File: config.mk
export PLATFORM = sky130hd
export DESIGN_NAME = csr_charger_status
export DESIGN_NICKNAME = d
export VERILOG_FILES = /design/src/design/csr_charger_status.v /design/src/design/csr_qualify.v /design/src/design/csr_sticky.v
export VERILOG_INCLUDE_DIRS = /design/src /design/src/design
export SDC_FILE = /design/constraint.sdc
export NUM_CORES = 1
export LEC_CHECK = 0
export ABC_AREA = 1
export BUFFER_PORTS_ARGS = -buffer_cell sky130_fd_sc_hd__buf_4
export CAP_MARGIN = 10
export CORE_MARGIN = 2
export CORE_UTILIZATION = 56
export DETAILED_ROUTE_END_ITERATION = 8
export HOLD_SLACK_MARGIN = 0.03
export PLACE_DENSITY = 0.78
export SYNTH_ARGS = -nofsm -noshare
export SYNTH_HDL_FRONTEND = slang
export SYNTH_HIERARCHICAL = 1
export SYNTH_SLANG_ARGS = --single-unit
export TNS_END_PERCENT = 50
File: constraint.sdc
create_clock -name i_clk -period 1.45 [get_ports i_clk]
set_input_delay 0.145 -clock i_clk [delete_from_list [all_inputs] [get_ports i_clk]]
set_output_delay 0.145 -clock i_clk [all_outputs]
set_load 0.02 [all_outputs]
File: src/design/csr_regs.vh
`ifndef CSR_REGS_VH
`define CSR_REGS_VH
`define CSR_ADDR_IRQ_LATCH 8'h10
`define CSR_ADDR_IRQ_MASK 8'h11
`define CSR_ADDR_LIVE 8'h12
`define CSR_ADDR_DET0 8'h13
`define CSR_ADDR_DET1 8'h14
`define CSR_ADDR_DET2 8'h15
`define CSR_ADDR_CFG0 8'h16
`define CSR_RST_IRQ_MASK 8'hFF
`define CSR_RST_CFG0 8'h04
`define CSR_INPUT_VALID 2'h3
`define CSR_BAT_REMOVED 3'h0
`define CSR_BAT_REGULAR 3'h3
`define CSR_BAT_LOW 3'h4
`define CSR_BAT_OVERV 3'h5
`define CSR_BAT_OVERC 3'h6
`define CSR_BAT_ONLY 3'h7
`define CSR_CHG_SW_OFF 4'h7
`define CSR_CHG_WDOG 4'hB
`define CSR_CHG_GUIDE 4'hC
`define CSR_CHG_REMOVED 4'hD
`define CSR_CHG_SUSPEND 4'hE
`define CSR_MODE_BUCK 4'h4
`define CSR_MODE_CHG_BUCK 4'h5
`define CSR_MODE_BOOST 4'h9
`define CSR_MODE_OTG 4'hA
`define CSR_MODE_OTG_E 4'hE
`define CSR_MODE_OTG_F 4'hF
`define CSR_CLK_MHZ 250
`define CSR_QUAL_LONG_MS 30
`define CSR_QUAL_SHORT_MS 3
`define CSR_QUAL_LONG_CYC (`CSR_QUAL_LONG_MS * 1000 * `CSR_CLK_MHZ)
`define CSR_QUAL_SHORT_CYC (`CSR_QUAL_SHORT_MS * 1000 * `CSR_CLK_MHZ)
`define CSR_CNT_W 23
`endif

File: src/design/csr_charger_status.v
`timescale 1ns/1ns
`include "csr_regs.vh"
// Status, detail, mask and configuration bank of the charger.
module csr_charger_status #(
    parameter [22:0] QUAL_LONG = `CSR_QUAL_LONG_CYC,
    parameter [22:0] QUAL_SHORT = `CSR_QUAL_SHORT_CYC
) (
    // Clock and reset.
    input wire i_clk,
    input wire i_rst,
    // Register port from the serial interface.
    input wire [7:0] i_addr,
    input wire i_wr,
    input wire i_rd,
    input wire [7:0] i_wdata,
    output reg [7:0] o_rdata,
    // Analog and state machine conditions.
    input wire i_aicl_active,
    input wire [1:0] i_input_detail_code,
    input wire i_input_at_limit,
    input wire i_charge_suspended,
    input wire i_thermal_regulation_flag,
    input wire i_batt_disconnect_pin,
    input wire i_batt_switch_disable_bit,
    input wire [1:0] i_remote_sense_detail,
    input wire i_batt_removed,
    input wire i_batt_timer_fault,
    input wire i_batt_prequal,
    input wire i_batt_low,
    input wire i_batt_overvolt,
    input wire i_batt_overcurrent,
    input wire i_deep_suspend,
    input wire [3:0] i_charge_state_code,
    input wire i_watchdog_expired,
    input wire i_guideline_ctrl,
    input wire i_suspend_pin,
    input wire [2:0] i_thermistor_detail_code,
    input wire i_otg_ilim,
    input wire i_boost_ilim,
    input wire i_buck_neg_ilim,
    input wire i_boost_done,
    // Configuration outputs.
    output wire [1:0] o_spread_envelope_sel,
    output wire o_spread_pattern_sel,
    output wire o_removal_detect_mask,
    output wire o_charger_en,
    output wire o_buck_en,
    // Combined interrupt.
    output wire o_irq
);
    reg [7:0] irq_mask_ff;
    reg [7:0] cfg0_ff;
    reg [7:0] live_prev_ff;
    reg live_init_ff;
    wire batt_oc_seen_w;
    wire qual_inlim;
    wire qual_ov;
    wire qual_oc;
    wire qual_boost;
    wire otg_mode;
    wire input_present;
    wire rd_latch;
    wire rd_det1;
    wire rd_det2;
    wire [3:0] byp_code;
    reg [2:0] bat_code;
    reg [3:0] chg_code;
    wire [7:0] live;
    wire [7:0] latch;
    wire [7:0] det0;
    wire [7:0] det1;
    wire [7:0] det2;

    // ---------------------------------------------------------------
    // Address decode
    // ---------------------------------------------------------------

    // True when a read strobe targets the given address.
    function rd_hit;
        input [7:0] addr;
        input rd;
        input [7:0] target;
        begin
            rd_hit = rd && (addr == target);
        end
    endfunction

    assign rd_latch = rd_hit(i_addr, i_rd, `CSR_ADDR_IRQ_LATCH);
    assign rd_det1 = rd_hit(i_addr, i_rd, `CSR_ADDR_DET1);
    assign rd_det2 = rd_hit(i_addr, i_rd, `CSR_ADDR_DET2);

    // ---------------------------------------------------------------
    // Writable registers
    // ---------------------------------------------------------------

    // Mask and configuration registers, written by the host.
    always @(posedge i_clk) begin
        if (i_rst) begin
            irq_mask_ff <= `CSR_RST_IRQ_MASK;
            cfg0_ff <= `CSR_RST_CFG0;
        end else if (i_wr && i_addr == `CSR_ADDR_IRQ_MASK) begin
            irq_mask_ff <= i_wdata;
        end else if (i_wr && i_addr == `CSR_ADDR_CFG0) begin
            cfg0_ff <= i_wdata;
        end
    end

    assign o_spread_envelope_sel = cfg0_ff[7:6];
    assign o_spread_pattern_sel = cfg0_ff[5];
    assign o_removal_detect_mask = cfg0_ff[4];
    assign o_charger_en = cfg0_ff[3:0] == `CSR_MODE_CHG_BUCK;
    assign o_buck_en = (cfg0_ff[3:0] == `CSR_MODE_CHG_BUCK) ||
        (cfg0_ff[3:0] == `CSR_MODE_BUCK);
    assign otg_mode = (cfg0_ff[3:0] == `CSR_MODE_OTG) ||
        (cfg0_ff[3:0] == `CSR_MODE_OTG_E) ||
        (cfg0_ff[3:0] == `CSR_MODE_OTG_F);

    // ---------------------------------------------------------------
    // Qualification timers
    // ---------------------------------------------------------------

    // Input current held at its limit.
    csr_qualify #(.LIMIT(QUAL_LONG)) u_q_inlim (
        .i_clk(i_clk),
        .i_rst(i_rst),
        .i_cond(i_input_at_limit),
        .o_qual(qual_inlim)
    );

    // Battery overvoltage persists with a valid input.
    csr_qualify #(.LIMIT(QUAL_LONG)) u_q_ov (
        .i_clk(i_clk),
        .i_rst(i_rst),
        .i_cond(i_batt_overvolt && input_present),
        .o_qual(qual_ov)
    );

    // Battery overcurrent above threshold.
    csr_qualify #(.LIMIT(QUAL_SHORT)) u_q_oc (
        .i_clk(i_clk),
        .i_rst(i_rst),
        .i_cond(i_batt_overcurrent),
        .o_qual(qual_oc)
    );

    // Boost converter current limit persistence.
    csr_qualify #(.LIMIT(QUAL_LONG)) u_q_boost (
        .i_clk(i_clk),
        .i_rst(i_rst),
        .i_cond(i_boost_ilim),
        .o_qual(qual_boost)
    );

    // Overcurrent seen since the last battery detail read.
    csr_sticky u_oc_seen (
        .i_clk(i_clk),
        .i_rst(i_rst),
        .i_set(qual_oc),
        .i_clr(rd_det1),
        .o_flag(batt_oc_seen_w)
    );

    // ---------------------------------------------------------------
    // Bypass detail bits
    // ---------------------------------------------------------------

    // Switch limit latched in output modes until detail read.
    csr_sticky u_byp0 (
        .i_clk(i_clk),
        .i_rst(i_rst),
        .i_set(i_otg_ilim && otg_mode),
        .i_clr(rd_det2),
        .o_flag(byp_code[0])
    );

    // Buck negative limit latched until detail read.
    csr_sticky u_byp2 (
        .i_clk(i_clk),
        .i_rst(i_rst),
        .i_set(i_buck_neg_ilim),
        .i_clr(rd_det2),
        .o_flag(byp_code[2])
    );

    assign byp_code[1] = qual_boost;
    assign byp_code[3] = i_boost_done &&
        (cfg0_ff[3:0] == `CSR_MODE_BOOST);

    // ---------------------------------------------------------------
    // Detail codes
    // ---------------------------------------------------------------

    // Deep suspend hides the input from the battery logic.
    assign input_present = (i_input_detail_code == `CSR_INPUT_VALID) &&
        !i_deep_suspend;

    // Battery detail code selection, most severe condition first.
    always @* begin
        if (batt_oc_seen_w) begin
            bat_code = `CSR_BAT_OVERC;
        end else if (!input_present) begin
            bat_code = `CSR_BAT_ONLY;
        end else if (i_batt_removed && !cfg0_ff[4]) begin
            bat_code = `CSR_BAT_REMOVED;
        end else if (qual_ov) begin
            bat_code = `CSR_BAT_OVERV;
        end else if (i_batt_timer_fault) begin
            bat_code = 3'h2;
        end else if (i_batt_prequal) begin
            bat_code = 3'h1;
        end else if (i_batt_low) begin
            bat_code = `CSR_BAT_LOW;
        end else begin
            bat_code = `CSR_BAT_REGULAR;
        end
    end

    // Charger detail code; suspend reasons override the state code.
    always @* begin
        if (i_suspend_pin) begin
            chg_code = `CSR_CHG_SUSPEND;
        end else if (i_batt_disconnect_pin || i_batt_switch_disable_bit) begin
            chg_code = `CSR_CHG_SW_OFF;
        end else if (i_batt_removed && !cfg0_ff[4]) begin
            chg_code = `CSR_CHG_REMOVED;
        end else if (i_watchdog_expired) begin
            chg_code = `CSR_CHG_WDOG;
        end else if (i_guideline_ctrl) begin
            chg_code = `CSR_CHG_GUIDE;
        end else begin
            chg_code = i_charge_state_code;
        end
    end

    assign det0 = {1'b0, i_input_detail_code, 2'h0,
        i_remote_sense_detail, 1'b0};
    assign det1 = {i_thermal_regulation_flag, bat_code,
        chg_code};
    assign det2 = {1'b0, i_thermistor_detail_code, byp_code};

    // ---------------------------------------------------------------
    // Live status and interrupt latches
    // ---------------------------------------------------------------

    assign live[7] = !i_aicl_active;
    assign live[6] = i_input_detail_code == `CSR_INPUT_VALID;
    assign live[5] = !qual_inlim;
    assign live[4] = !(i_charge_suspended ||
        i_thermal_regulation_flag);
    assign live[3] = (bat_code == `CSR_BAT_REGULAR) ||
        (bat_code == `CSR_BAT_LOW) ||
        (bat_code == `CSR_BAT_ONLY);
    assign live[2] = 1'b0;
    assign live[1] = !i_batt_disconnect_pin;
    assign live[0] = byp_code == 4'h0;

    // Previous status, used to detect changes after reset settles.
    always @(posedge i_clk) begin
        if (i_rst) begin
            live_prev_ff <= 8'h00;
            live_init_ff <= 1'b0;
        end else begin
            live_prev_ff <= live;
            live_init_ff <= 1'b1;
        end
    end

    // One latch per status bit; the spare position never sets.
    genvar g;
    generate
        for (g = 0; g < 8; g = g + 1) begin : g_latch
            csr_sticky u_lat (
                .i_clk(i_clk),
                .i_rst(i_rst),
                .i_set(live_init_ff && g != 2 &&
                    (live[g] != live_prev_ff[g])),
                .i_clr(rd_latch),
                .o_flag(latch[g])
            );
        end
    endgenerate

    assign o_irq = |(latch & ~irq_mask_ff);

    // ---------------------------------------------------------------
    // Read data
    // ---------------------------------------------------------------

    // Registered read data; unmapped addresses return zero.
    always @(posedge i_clk) begin
        if (i_rst) begin
            o_rdata <= 8'h00;
        end else if (i_rd) begin
            case (i_addr)
                `CSR_ADDR_IRQ_LATCH: o_rdata <= latch;
                `CSR_ADDR_IRQ_MASK: o_rdata <= irq_mask_ff;
                `CSR_ADDR_LIVE: o_rdata <= live;
                `CSR_ADDR_DET0: o_rdata <= det0;
                `CSR_ADDR_DET1: o_rdata <= det1;
                `CSR_ADDR_DET2: o_rdata <= det2;
                `CSR_ADDR_CFG0: o_rdata <= cfg0_ff;
                default: o_rdata <= 8'h00;
            endcase
        end
    end
endmodule // csr_charger_status

File: src/design/csr_qualify.v
`timescale 1ns/1ns
`include "csr_regs.vh"
// Qualifies a level: output rises once input held for LIMIT cycles.
module csr_qualify #(
    parameter [22:0] LIMIT = 23'h000001
) (
    // Clock and reset.
    input wire i_clk,
    input wire i_rst,
    // Condition in and qualified level out.
    input wire i_cond,
    output reg o_qual
);
    reg [22:0] cnt_ff;

    // Count while the condition holds; restart on any drop.
    always @(posedge i_clk) begin
        if (i_rst || !i_cond) begin
            cnt_ff <= 23'h000000;
            o_qual <= 1'b0;
        end else if (cnt_ff >= LIMIT - 23'h000001) begin
            o_qual <= 1'b1;
        end else begin
            cnt_ff <= cnt_ff + 23'h000001;
        end
    end
endmodule // csr_qualify

File: src/design/csr_sticky.v
`timescale 1ns/1ns
// Sticky flag: set wins over a clear in the same cycle.
module csr_sticky (
    // Clock and reset.
    input wire i_clk,
    input wire i_rst,
    // Set and clear strobes.
    input wire i_set,
    input wire i_clr,
    output reg o_flag
);
    // Hold the flag until cleared; a new set beats the clear.
    always @(posedge i_clk) begin
        if (i_rst) begin
            o_flag <= 1'b0;
        end else if (i_set) begin
            o_flag <= 1'b1;
        end else if (i_clr) begin
            o_flag <= 1'b0;
        end
    end
endmodule // csr_sticky

==> flow_metrics.env, run 1 <==
export IMPL_synth_mux_area_share_pct=0
export IMPL_initial_core_util_pct=56.70
export IMPL_seq_area_frac_synth_pct=29.80
export IMPL_error_line="[ERROR GRT-0232] Routing congestion too high. Check the congestion heatmap in the GUI."
export IMPL_synth_top_family_by_area="simple AND/OR/NAND/NOR gates"
export IMPL_cts_buffers=17
export IMPL_rows=47
export IMPL_synth_cells=1524
export IMPL_synth_top_cell_area_share_pct=29.80
export IMPL_synth_nets=1579
export IMPL_synthFlopType="dfxtp_1"
export IMPL_place_port_buffers=65
export IMPL_globalRouteTotalUtil_pct=81.02
export IMPL_worst_endpoint_kind="register data pin"
export IMPL_dp_hpwl_mm=20.13
export IMPL_yosys_register_bits=139
export IMPL_synth_edf_count=0
export IMPL_async_reset_ff_share_pct=0
export IMPL_grt_max_degree=20
export IMPL_netlist_area_um2=9336
export IMPL_yosysTopAreaCell="dfxtp_1"
export IMPL_synthSimpleGateAreaFrac_pct=44.84
export IMPL_cts_buffer_depth=2
export IMPL_fp_dieW_um=133.1
export IMPL_grt_overflow=2
export IMPL_clock_sinks=139
export IMPL_cts_root_buf="clkbuf_16"
export IMPL_antenna_found_initial=8
export IMPL_yosysWarnings=6
export IMPL_io_pins=66
export IMPL_gp_congestion=0.9573
export IMPL_status="did not finish"
export IMPL_synth_compound_area_share_pct=10.59
export IMPL_h_tree_depth=4
export IMPL_haltStage="global routing"
export IMPL_die_h_um=133.1
export IMPL_synthTopCellsByArea="dfxtp_1 (30%), nand2_1 (17%), nor2_1 (9.8%), nand3_1 (8.9%), inv_1 (6.7%)"
export IMPL_synth_distinct_cells=41
export IMPL_synth_xor_area_share_pct=3.565
export IMPL_worstEndpointGrtRepair="u_q_oc/cnt_ff[13]$_SDFFE_PP0N_/D"
export IMPL_synthAdderAreaFrac_pct=0.5360
export IMPL_syn_avg_cell_area_um2=6.126
## per-stage QoR
stage	hold WS [ps]	setup slack, ps	utilization [%]	area, µm²	instances
global placement	317.9	-123.2	70.74	11650	1994
detailed placement	318.4	-184.9	70.74	11650	1994
CTS	31.09	-106.0	82.60	13600	2084
floorplan	207.4	-28.47	-	9393	1524
## routing by layer
metal | GRT usage [%] | overflow
met1 | 80.12 | 0
met2 | 92.69 | 1
met3 | 72.49 | 0
met4 | 78.31 | 1
met5 | 53.89 | 0
## logic make-up after synthesis
| kind of cell | after synthesis |
|---|---|
| other | 1 |
| and+or+nand+nor | 942 |
| adders and majority gates | 4 |
| AOI/OAI and AO/OA | 180 |
| DFF | 139 |
| xor gates and xnor gates | 38 |
| buffers and inverters | 220 |
## synth_stat cells, drive strengths merged (2+ instances only)
cell type,number
nand2,438
nor2,275
inv,184
nand3,179
dfxtp,139
a21oi,128
o21ai,43
buf,27
xor2,23
nand4,20
nor3,16
xnor2,15
clkbuf,8
and2,7
o22ai,5
ha,4
nand3b,3
nor4,2
## repair_timing
| item | CTS |
|---|---|
| gates cloned | 6 |
| resized for setup | 249 |
| setup buffers | 42 |
| setup endpoints to repair | 96 |
| hold buffers | 13 |
| endpoints found under the hold margin | 27 |
| pin swaps | 81 |
==> inputs of run 2 (changes only) <==
CORE_UTILIZATION = 40   (was 56)
HOLD_SLACK_MARGIN = default   (was 0.03)
PLACE_DENSITY = default   (was 0.78)
PLACE_DENSITY_LB_ADDON = 0.15   (was default)
clock period = 1.9 ns   (was 1.45 ns; I/O delays follow)
==> run 2 against run 1 <==
The flow now finishes without violations. Synthesized area stayed put. Synthesized cell count unchanged.
==> flow_metrics.env, run 2 <==
export IMPL_status="complete, no violations"
export IMPL_drt_first_pass_iters=7
export IMPL_cts_root_buf="clkbuf_16"
export IMPL_dp_hpwl_mm=19.25
export IMPL_rows=55
export IMPL_tightest_slew_ps=782.6
export IMPL_synth_nets=1579
export IMPL_globalRouteTotalUtil_pct=21.02
export IMPL_layout_drive_gt1_share_pct=15.51
export IMPL_timing_rr_end="u_q_oc/o_qual"
export IMPL_synth_top_family_by_area="simple AND/OR/NAND/NOR gates"
export IMPL_worstSetupEndpointType="register"
export IMPL_cts_buffer_depth=2
export IMPL_critical_path_peak_fanout=5
export IMPL_cp_arrival_ps=2060
export IMPL_final_hold_viol_count=0
export IMPL_worst_slack_ps=152.0
export IMPL_yosysWarnings=6
export IMPL_max_freq_mhz=572.1
export IMPL_grt_max_degree=29
export IMPL_hold_class="in2reg"
export IMPL_n_antenna_cell=0
export IMPL_crit_type="reg2reg"
export IMPL_async_reset_ff_share_pct=0
export IMPL_slew_violations=0
export IMPL_drt_vias_per_instance=4.905
export IMPL_clk_pin_slew_ps=60
export IMPL_gp_congestion=0.9198
export IMPL_fp_dieW_um=156.8
export IMPL_r2r_slack_ps=150
export IMPL_synthFlopType="dfxtp_1"
export IMPL_nets=1686
export IMPL_die_h_um=156.8
export IMPL_synthTopCellsByCount="nand2_1 (420), nor2_1 (243), inv_1 (167), nand3_1 (166), dfxtp_1 (139)"
export IMPL_highest_layer="met4"
export IMPL_io_pins=66
export IMPL_synth_mux_area_share_pct=0
export IMPL_drtAntennaViolNets=0
export IMPL_synthSimpleGateAreaFrac_pct=44.84
export IMPL_met2_wirelength_mm=11.13
export IMPL_p_leak_nw=4.432
export IMPL_pre_cts_ws_ps=70.79
export IMPL_wire_per_inst_um=13.27
export IMPL_power_density_nw_per_um2=594.1
export IMPL_h_tree_depth=4
export IMPL_min_to="u_byp2/o_flag"
export IMPL_met1Wirelength_mm=13.31
export IMPL_drtIter0Drc=611
export IMPL_hp_start="i_buck_neg_ilim"
export IMPL_initial_core_util_pct=40.99
export IMPL_filler_cell_count=2394
export IMPL_clock_sinks=139
export IMPL_dieArea_um2=24580
export IMPL_synth_xor_area_share_pct=3.565
export IMPL_max_cap_violations=0
export IMPL_final_util_pct=48.20
export IMPL_synth_distinct_cells=41
export IMPL_synth_compound_area_share_pct=10.59
export IMPL_grt_setup_unrepaired="true"
export IMPL_syn_avg_cell_area_um2=6.126
export IMPL_dr_total_vias=9600
export IMPL_grt_overflow=0
export IMPL_synthAdderAreaFrac_pct=0.5360
export IMPL_seq_area_frac_synth_pct=29.80
export IMPL_layout_common_cells="nand2_1 (420), nor2_1 (240), inv_1 (167), nand3_1 (165), dfxtp_1 (137)"
export IMPL_hold_worst_slack_ps=22.17
export IMPL_synth_top_cell_area_share_pct=29.80
export IMPL_crit_required_ps=2210
export IMPL_antenna_found_initial=0
export IMPL_yosysTopAreaCell="dfxtp_1"
export IMPL_r2r_start="u_q_oc/cnt_ff[9]"
export IMPL_met3_length_mm=1.301
export IMPL_drcViolationCount=0
export IMPL_setup_viol_count_final=0
export IMPL_grt_pass1_wl_mm=41.99
export IMPL_core_um2=22780
export IMPL_grt_pass1_vias=8596
export IMPL_synth_most_common_cell="nand2_1"
export IMPL_period_needed_ps=1748
export IMPL_synth_edf_count=0
export IMPL_cts_buffers=17
export IMPL_min_period_over_period_pct=92.00
export IMPL_synthTopCellsByArea="dfxtp_1 (30%), nand2_1 (17%), nor2_1 (9.8%), nand3_1 (8.9%), inv_1 (6.7%)"
export IMPL_finClkSkew_ps=14.35
export IMPL_synth_cells=1524
export IMPL_netlist_area_um2=9336
export IMPL_areaGrowthSynthToFinish_pct=17.58
export IMPL_whs_path_depth=3
export IMPL_reg2reg_depth=8
export IMPL_finalInstanceArea_um2=10980
export IMPL_final_common_cell="nand2_1"
export IMPL_yosys_register_bits=139
export IMPL_relSlewSlack_pct=47.77
export IMPL_place_port_buffers=65
export IMPL_clkLatencyLatePin_ps=430
export IMPL_routed_wl_mm=25.97
export IMPL_max_vdd_ir_drop_mv=0.4354
export IMPL_placedInstanceArea_um2=10280
export IMPL_cts_tree="yes"
export IMPL_start_kind="register"
[run 2: cell counts after synthesis]
No cell type changed its count.
[run 2: worst max-delay path, stage by stage, from the launching register on]
cell and delay (ps):
dfxtp_1 340, inv_1 120, nand2_1 100, nand3_1 90
nand2_1 70, a21oi_1 460, nand3_4 200, o21ai_0 200
inv_1 50
[run 2: area by class of cell]
class | count | area [µm²] | share of cell area, %
inverter | 185 | 694.4 | 6.326
timing repair buffer | 121 | 928.4 | 8.457
clock buffer | 18 | 429.2 | 3.909
multi-input combinational | 1167 | 5618 | 51.17
clock inverter | 14 | 131.4 | 1.197
tap | 313 | 391.6 | 3.567
sequential | 139 | 2785 | 25.37
[run 2: repair_timing]
item	CTS	global route
hold endpoints to repair	9	0
setup buffers	0	0
setup endpoints to repair	0	32
hold buffers	8	0
gates resized for setup	0	11
[run 2: worst max-delay path by stage]
stage | start | endpoint | slack (ps)
after floorplan | u_q_boost/cnt_ff[0] | u_q_boost/cnt_ff[11] | 300
after global placement | u_q_oc/cnt_ff[0] | u_q_oc/o_qual | 110
after detailed placement | u_q_oc/cnt_ff[0] | u_q_oc/o_qual | 70
after CTS | u_q_oc/cnt_ff[0] | u_q_oc/o_qual | 70
after global routing | u_q_ov/cnt_ff[15] | u_q_ov/cnt_ff[9] | -10
final | u_q_oc/cnt_ff[9] | u_q_oc/o_qual | 150
[run 2: cell families after synthesis]
family                     Yosys count
and+or+nand+nor                    942
AOI/OAI and AO/OA                  180
xor gates and xnor gates            38
buffers and inverters              220
DFF                                139
other                                1
adders and majority gates            4
[run 2: report_power, final]
| group | switching [mW] | internal (mW) |
|---|---|---|
| logic | 0.191 | 0.146 |
| registers | 0.0266 | 2.95 |
| clock network | 1.49 | 1.73 |
| total | 1.70 | 4.82 |
[run 2: layer usage]
metal	GRT usage, %	up-vias
met5	0	-
met4	4.543	0
met3	3.960	15
met2	32.96	239
met1	29.89	4282
li1	-	5064
[run 2: metrics by stage]
stage | std cells | power [mW] | setup TNS (ps)
after floorplan | 1524 | 3.203 | 0
after global placement | 1915 | 3.357 | 0
after detailed placement | 1915 | 3.359 | 0
after CTS | 1955 | 6.604 | 0
after global routing | 1957 | 6.761 | -10.04
final | 1957 | 6.522 | 0
Power figures use the tool's default switching activity.
==> inputs of run 3 (changes only) <==
SYNTH_HIERARCHICAL = default   (was 1)
==> run 3 against run 2 <==
Non-clock buffer count increased by 17. Combinational power decreased by 5%. Design area decreased by 7.2%. Via count decreased by 10%. Maximum frequency decreased by 1.9%. Sequential power about the same. Largest power group unchanged.
==> flow_metrics.env, run 3 <==
export IMPL_status="complete, no violations"
export IMPL_layout_drive_gt1_share_pct=14.32
export IMPL_io_pins=66
export IMPL_synth_cells=1311
export IMPL_reg2reg_depth=8
export IMPL_synth_compound_area_share_pct=9.863
export IMPL_met2_wirelength_mm=10.25
export IMPL_synth_mux_area_share_pct=0
export IMPL_synth_top_family_by_area="simple AND/OR/NAND/NOR gates"
export IMPL_r2r_slack_ps=120
export IMPL_layout_common_cells="nand2_1 (331), nor2_1 (192), nand3_1 (156), dfxtp_1 (138), inv_1 (130)"
export IMPL_drt_first_pass_iters=6
export IMPL_drt_vias_per_instance=5.056
export IMPL_power_density_nw_per_um2=638.3
export IMPL_die_h_um=148.7
export IMPL_nets=1481
export IMPL_cp_arrival_ps=2140
export IMPL_clk_pin_slew_ps=70
export IMPL_p_leak_nw=4.181
export IMPL_cts_tree="yes"
export IMPL_slew_violations=0
export IMPL_synth_xor_area_share_pct=7.636
export IMPL_grt_setup_unrepaired="false"
export IMPL_seq_area_frac_synth_pct=32.99
export IMPL_synth_nets=1366
export IMPL_final_common_cell="nand2_1"
export IMPL_grt_pass1_vias=7989
export IMPL_synthTopCellsByArea="dfxtp_1 (33%), nand2_1 (15%), nand3_1 (9.4%), nor2_1 (8.7%), a21oi_1 (6.2%)"
export IMPL_routed_wl_mm=23.54
export IMPL_areaGrowthSynthToFinish_pct=21.67
export IMPL_hold_class="in2reg"
export IMPL_core_um2=20360
export IMPL_highest_layer="met4"
export IMPL_grt_overflow=0
export IMPL_initial_core_util_pct=41.12
export IMPL_netlist_area_um2=8373
export IMPL_max_freq_mhz=561.2
export IMPL_synth_distinct_cells=43
export IMPL_setup_viol_count_final=0
export IMPL_max_vdd_ir_drop_mv=0.5604
export IMPL_n_antenna_cell=0
export IMPL_rows=52
export IMPL_h_tree_depth=4
export IMPL_gp_congestion=0.9152
export IMPL_place_port_buffers=65
export IMPL_placed_cells=1667
export IMPL_critical_path_peak_fanout=4
export IMPL_dieArea_um2=22110
export IMPL_tightest_slew_ps=501.7
export IMPL_yosys_register_bits=138
export IMPL_synthAdderAreaFrac_pct=0.5977
export IMPL_drcViolationCount=0
export IMPL_cp_startpoint="u_q_boost.cnt_ff[1]"
export IMPL_synth_edf_count=0
export IMPL_min_period_over_period_pct=93.78
export IMPL_dp_hpwl_mm=17.61
export IMPL_yosysWarnings=0
export IMPL_start_kind="register"
export IMPL_crit_type="reg2reg"
export IMPL_clock_sinks=138
export IMPL_worstSetupEndpointType="register"
export IMPL_synth_most_common_cell="nand2_1"
export IMPL_cts_root_buf="clkbuf_16"
export IMPL_yosysTopAreaCell="dfxtp_1"
export IMPL_async_reset_ff_share_pct=0
export IMPL_synthTopCellsByCount="nand2_1 (331), nor2_1 (195), nand3_1 (157), dfxtp_1 (138), inv_1 (130)"
export IMPL_globalRouteTotalUtil_pct=21.55
export IMPL_relSlewSlack_pct=66.29
export IMPL_max_cap_violations=0
export IMPL_syn_avg_cell_area_um2=6.387
export IMPL_antenna_found_initial=0
export IMPL_synthFlopType="dfxtp_1"
export IMPL_met3_length_mm=1.181
export IMPL_met1Wirelength_mm=11.75
export IMPL_fin_cells=1709
export IMPL_power_total_mw=6.502
export IMPL_r2r_start="u_q_boost.cnt_ff[1]"
export IMPL_final_hold_viol_count=0
export IMPL_setup_tns_ps=0
export IMPL_dr_total_vias=8640
export IMPL_drtAntennaViolNets=0
export IMPL_synth_top_cell_area_share_pct=32.99
export IMPL_grt_max_degree=37
export IMPL_cts_buffer_depth=2
export IMPL_finClkSkew_ps=9.610
export IMPL_wire_per_inst_um=13.77
export IMPL_timing_rr_end="u_q_boost.cnt_ff[16]"
export IMPL_grt_pass1_wl_mm=38.87
export IMPL_cts_buffers=17
export IMPL_fp_dieW_um=148.7
export IMPL_cp_endpoint="u_q_boost.cnt_ff[16]"
export IMPL_synthSimpleGateAreaFrac_pct=40.24
export IMPL_clkLatencyLatePin_ps=430
export IMPL_drtIter0Drc=559
export IMPL_period_needed_ps=1782
export IMPL_crit_required_ps=2260
run 3: cell families after synthesis:
family,count (synthesis)
AND/OR/NAND/NOR,772
buffers and inverters,173
AO/OA/AOI/OAI,151
flip-flops,138
XOR/XNOR,73
adder cells (fa/ha/maj),4
run 3: stage by stage:
| step | cell area (µm²) | worst slack, ps | utilization, % | hold WS [ps] |
|---|---|---|---|---|
| 6_report | 10190 | 118.1 | 50.02 | 33.41 |
| 5_1_grt | 10190 | 8.220 | 50.02 | 27.18 |
| 4_1_cts | 10140 | 78.14 | 49.79 | 17.39 |
| 3_5_place_dp | 9463 | 8.285 | 46.47 | 383.1 |
| 3_3_place_gp | 9463 | 105.0 | 46.47 | 380.8 |
| 2_1_floorplan | 8373 | 150.3 | - | 262.4 |
run 3: critical path, stage by stage, from the launching register on:
cell	delay (ps)
dfxtp_1	330
buf_4	120
ha_1	170
nand3_2	130
nor3_1	420
nand3_1	170
xor2_1	160
nand3_1	90
a21oi_1	120
run 3: where the power goes:
part | switching (mW) | internal [mW] | leakage [nW]
Sequential | 0.0230 | 2.92 | 1.12
Combinational | 0.172 | 0.148 | 2.79
Clock | 1.49 | 1.75 | 0.278
Total | 1.68 | 4.82 | 4.18
run 3: worst min-delay path by stage:
stage,depth (start not counted),slack [ps],start,end
2_1_floorplan,1,260,i_batt_disconnect_pin,live_prev_ff[1]
3_3_place_gp,2,380,i_aicl_active,live_prev_ff[7]
3_5_place_dp,2,380,i_aicl_active,live_prev_ff[7]
4_1_cts,4,20,i_charge_suspended,live_prev_ff[4]
5_1_grt,4,30,i_charge_suspended,live_prev_ff[4]
6_report,4,30,i_charge_suspended,live_prev_ff[4]
run 3: final cells by class:
type | count | area [µm²]
timing repair buffer | 138 | 1094
multi-input combinational | 1000 | 4927
inverter | 131 | 491.7
clock inverter | 15 | 148.9
fill | 2115 | 10180
tap | 270 | 337.8
clock buffer | 17 | 425.4
sequential | 138 | 2763
run 3: what timing repair did:
item	in CTS	in global routing
hold endpoints to repair	10	0
setup buffers	0	0
hold buffers	10	0
gates resized for setup	1	11
pin swaps	0	0
endpoints found under the setup margin	1	30
gates cloned	0	0
run 3: routing by layer:
metal	vias up	track usage, %
met5	-	0
met4	0	6.571
met3	27	3.190
met2	202	34.38
met1	3940	30.18
li1	4471	-
==> inputs of run 4 (changes only) <==
CELL_PAD_IN_SITES_DETAIL_PLACEMENT = 0   (was default)
CELL_PAD_IN_SITES_GLOBAL_PLACEMENT = 1   (was default)
CORE_UTILIZATION = 43   (was 40)
==> run 4 against run 3 <==
Hold slack worse by 29 ps. Clock skew is 0.96 ps higher. Maximum frequency hardly changed. Clock-buffer cell count grew 3. Largest power group unchanged. Setup slack improved by 1.5 ps. Sequential power about the same.
==> flow_metrics.env, run 4 (synthesis gave the netlist of run 3 again) <==
export IMPL_max_cap_violations=0
export IMPL_grt_max_degree=37
export IMPL_max_vdd_ir_drop_mv=0.5955
export IMPL_status="complete, no violations"
export IMPL_period_needed_ps=1780
export IMPL_pre_cts_ws_ps=130.5
export IMPL_crit_cells=11
export IMPL_drtAntennaViolNets=0
export IMPL_cts_setup_buffers=0
export IMPL_final_hold_viol_count=0
export IMPL_r2r_slack_ps=120
export IMPL_routed_wl_mm=23.16
export IMPL_wire_per_inst_um=13.80
export IMPL_cts_buffers=17
export IMPL_setup_viol_count_final=0
export IMPL_finClkSkew_ps=10.57
export IMPL_clk_pin_slew_ps=60
export IMPL_cts_root_buf="clkbuf_16"
export IMPL_cp_slowest_cell="dfxtp_1"
export IMPL_core_um2=19270
export IMPL_dr_total_vias=8375
export IMPL_nets=1456
export IMPL_worst_path_largest_cell_delay_ps=380
export IMPL_drt_first_pass_iters=6
export IMPL_power_density_nw_per_um2=674.2
export IMPL_layout_drive_gt1_share_pct=12.67
export IMPL_worst_slack_ps=119.6
export IMPL_dieArea_um2=20600
export IMPL_hold_class="in2reg"
export IMPL_clock_sinks=138
export IMPL_grt_overflow=0
export IMPL_cts_tree="yes"
export IMPL_crit_chain="ha_1 > inv_1 > nor2_2 > inv_1 > nor2_1 > nand3_1 > buf_4 > nand2_1 > inv_1 > a21oi_1 > nor2_1"
export IMPL_grt_pass1_vias=7707
export IMPL_critPathBufInv=4
export IMPL_crit_required_ps=2220
export IMPL_min_period_over_period_pct=93.71
export IMPL_final_common_cell="nand2_1"
export IMPL_antenna_found_initial=0
export IMPL_dp_hpwl_mm=17.25
export IMPL_start_kind="register"
export IMPL_setup_tns_ps=0
export IMPL_clkLatencyLatePin_ps=430
export IMPL_areaGrowthSynthToFinish_pct=19.70
export IMPL_cts_buffer_depth=2
export IMPL_crit_top_cell="inv_1"
export IMPL_h_tree_depth=4
export IMPL_reg2reg_depth=11
export IMPL_drcViolationCount=0
export IMPL_critPathTopFamily="simple AND/OR/NAND/NOR gates"
export IMPL_place_port_buffers=65
export IMPL_die_h_um=143.5
export IMPL_whs_path_depth=3
export IMPL_drtIter0Drc=595
export IMPL_max_freq_mhz=561.7
export IMPL_n_antenna_cell=0
export IMPL_critical_path_peak_fanout=20
export IMPL_rows=51
export IMPL_cp_arrival_ps=2100
export IMPL_slew_violations=0
export IMPL_crit_type="reg2reg"
export IMPL_layout_common_cells="nand2_1 (331), nor2_1 (193), nand3_1 (157), dfxtp_1 (136), inv_1 (130)"
export IMPL_initial_core_util_pct=43.45
export IMPL_gp_congestion=0.9059
export IMPL_filler_cell_count=2039
export IMPL_drt_vias_per_instance=4.991
export IMPL_grt_pass1_wl_mm=38.16
export IMPL_io_pins=66
export IMPL_p_leak_nw=4.086
export IMPL_tightest_slew_ps=483.6
export IMPL_relSlewSlack_pct=67.68
export IMPL_fp_dieW_um=143.5
export IMPL_grt_setup_unrepaired="true"
export IMPL_worstSetupEndpointType="register"
export IMPL_globalRouteTotalUtil_pct=22.98
run 4: cell types whose count changed in the layout (fill, tap and decap cells not counted), sizes merged:
| cell | previous run | this run |
|---|---|---|
| clkinvlp | 2 | 3 |
| buf | 128 | 107 |
| bufinv | 0 | 4 |
| clkbuf | 17 | 20 |
| dlygate4sd3 | 10 | 6 |
| inv | 140 | 131 |
run 4: final timing paths:
kind	startpoint	end
worst min-delay path	i_wdata[2]	irq_mask_ff[2]
worst max register to register	u_q_oc.cnt_ff[1]	u_q_oc.cnt_ff[6]
worst max-delay path	u_q_oc.cnt_ff[1]	u_q_oc.cnt_ff[6]
worst min register to register	o_rdata[3]	o_rdata[3]
run 4: worst min-delay path, delay by kind of cell:
family          cells  cell delay (ps)
buf+inv             1               90
compound gates      2              110
run 4: final cells by class:
class,instances,area [µm²],share of cell area (%)
multi-input cells,1000,4912,49.01
flip-flops and latches,138,2765,27.59
repair buffers,113,904.6,9.026
inverters,131,491.7,4.906
clock buffers,20,446.7,4.457
well taps,265,331.6,3.308
clock inverters,11,170.2,1.698
run 4: power breakdown:
part           total (mW)  switching [mW]  internal [mW]
clock network        3.51            1.28           2.22
logic               0.302           0.162          0.140
registers            2.95          0.0236           2.93
run 4: repair_timing:
action | CTS | global route
hold endpoints to repair | 6 | 0
hold buffers | 6 | 0
endpoints found under the setup margin | 0 | 35
gates resized for setup | 0 | 8
run 4: metal layers:
metal	wire length [µm]	global-route usage [%]	vias up	part of all wire (%)
li1	-	-	4414	-
met1	11680	33.39	3759	50
met2	10140	35.16	178	44
met3	999	3.765	24	4.3
met4	350	6.347	0	1.5
met5	0	0	-	0
run 4: stage by stage:
step / instance area [µm²] / utilization (%) / instances / power (mW) / hold slack (ps)
finish: 10020 / 52.01 / 1678 / 6.757 / 4.202
detailed placement: 9311 / 48.32 / 1641 / 3.305 / 382.0
global route: 10020 / 52.01 / 1678 / 7.003 / 20.19
CTS: 9988 / 51.83 / 1678 / 6.838 / 3.289
floorplan: 8373 / - / 1311 / 3.148 / 262.4
global placement: 9311 / 48.32 / 1641 / 3.303 / 378.8
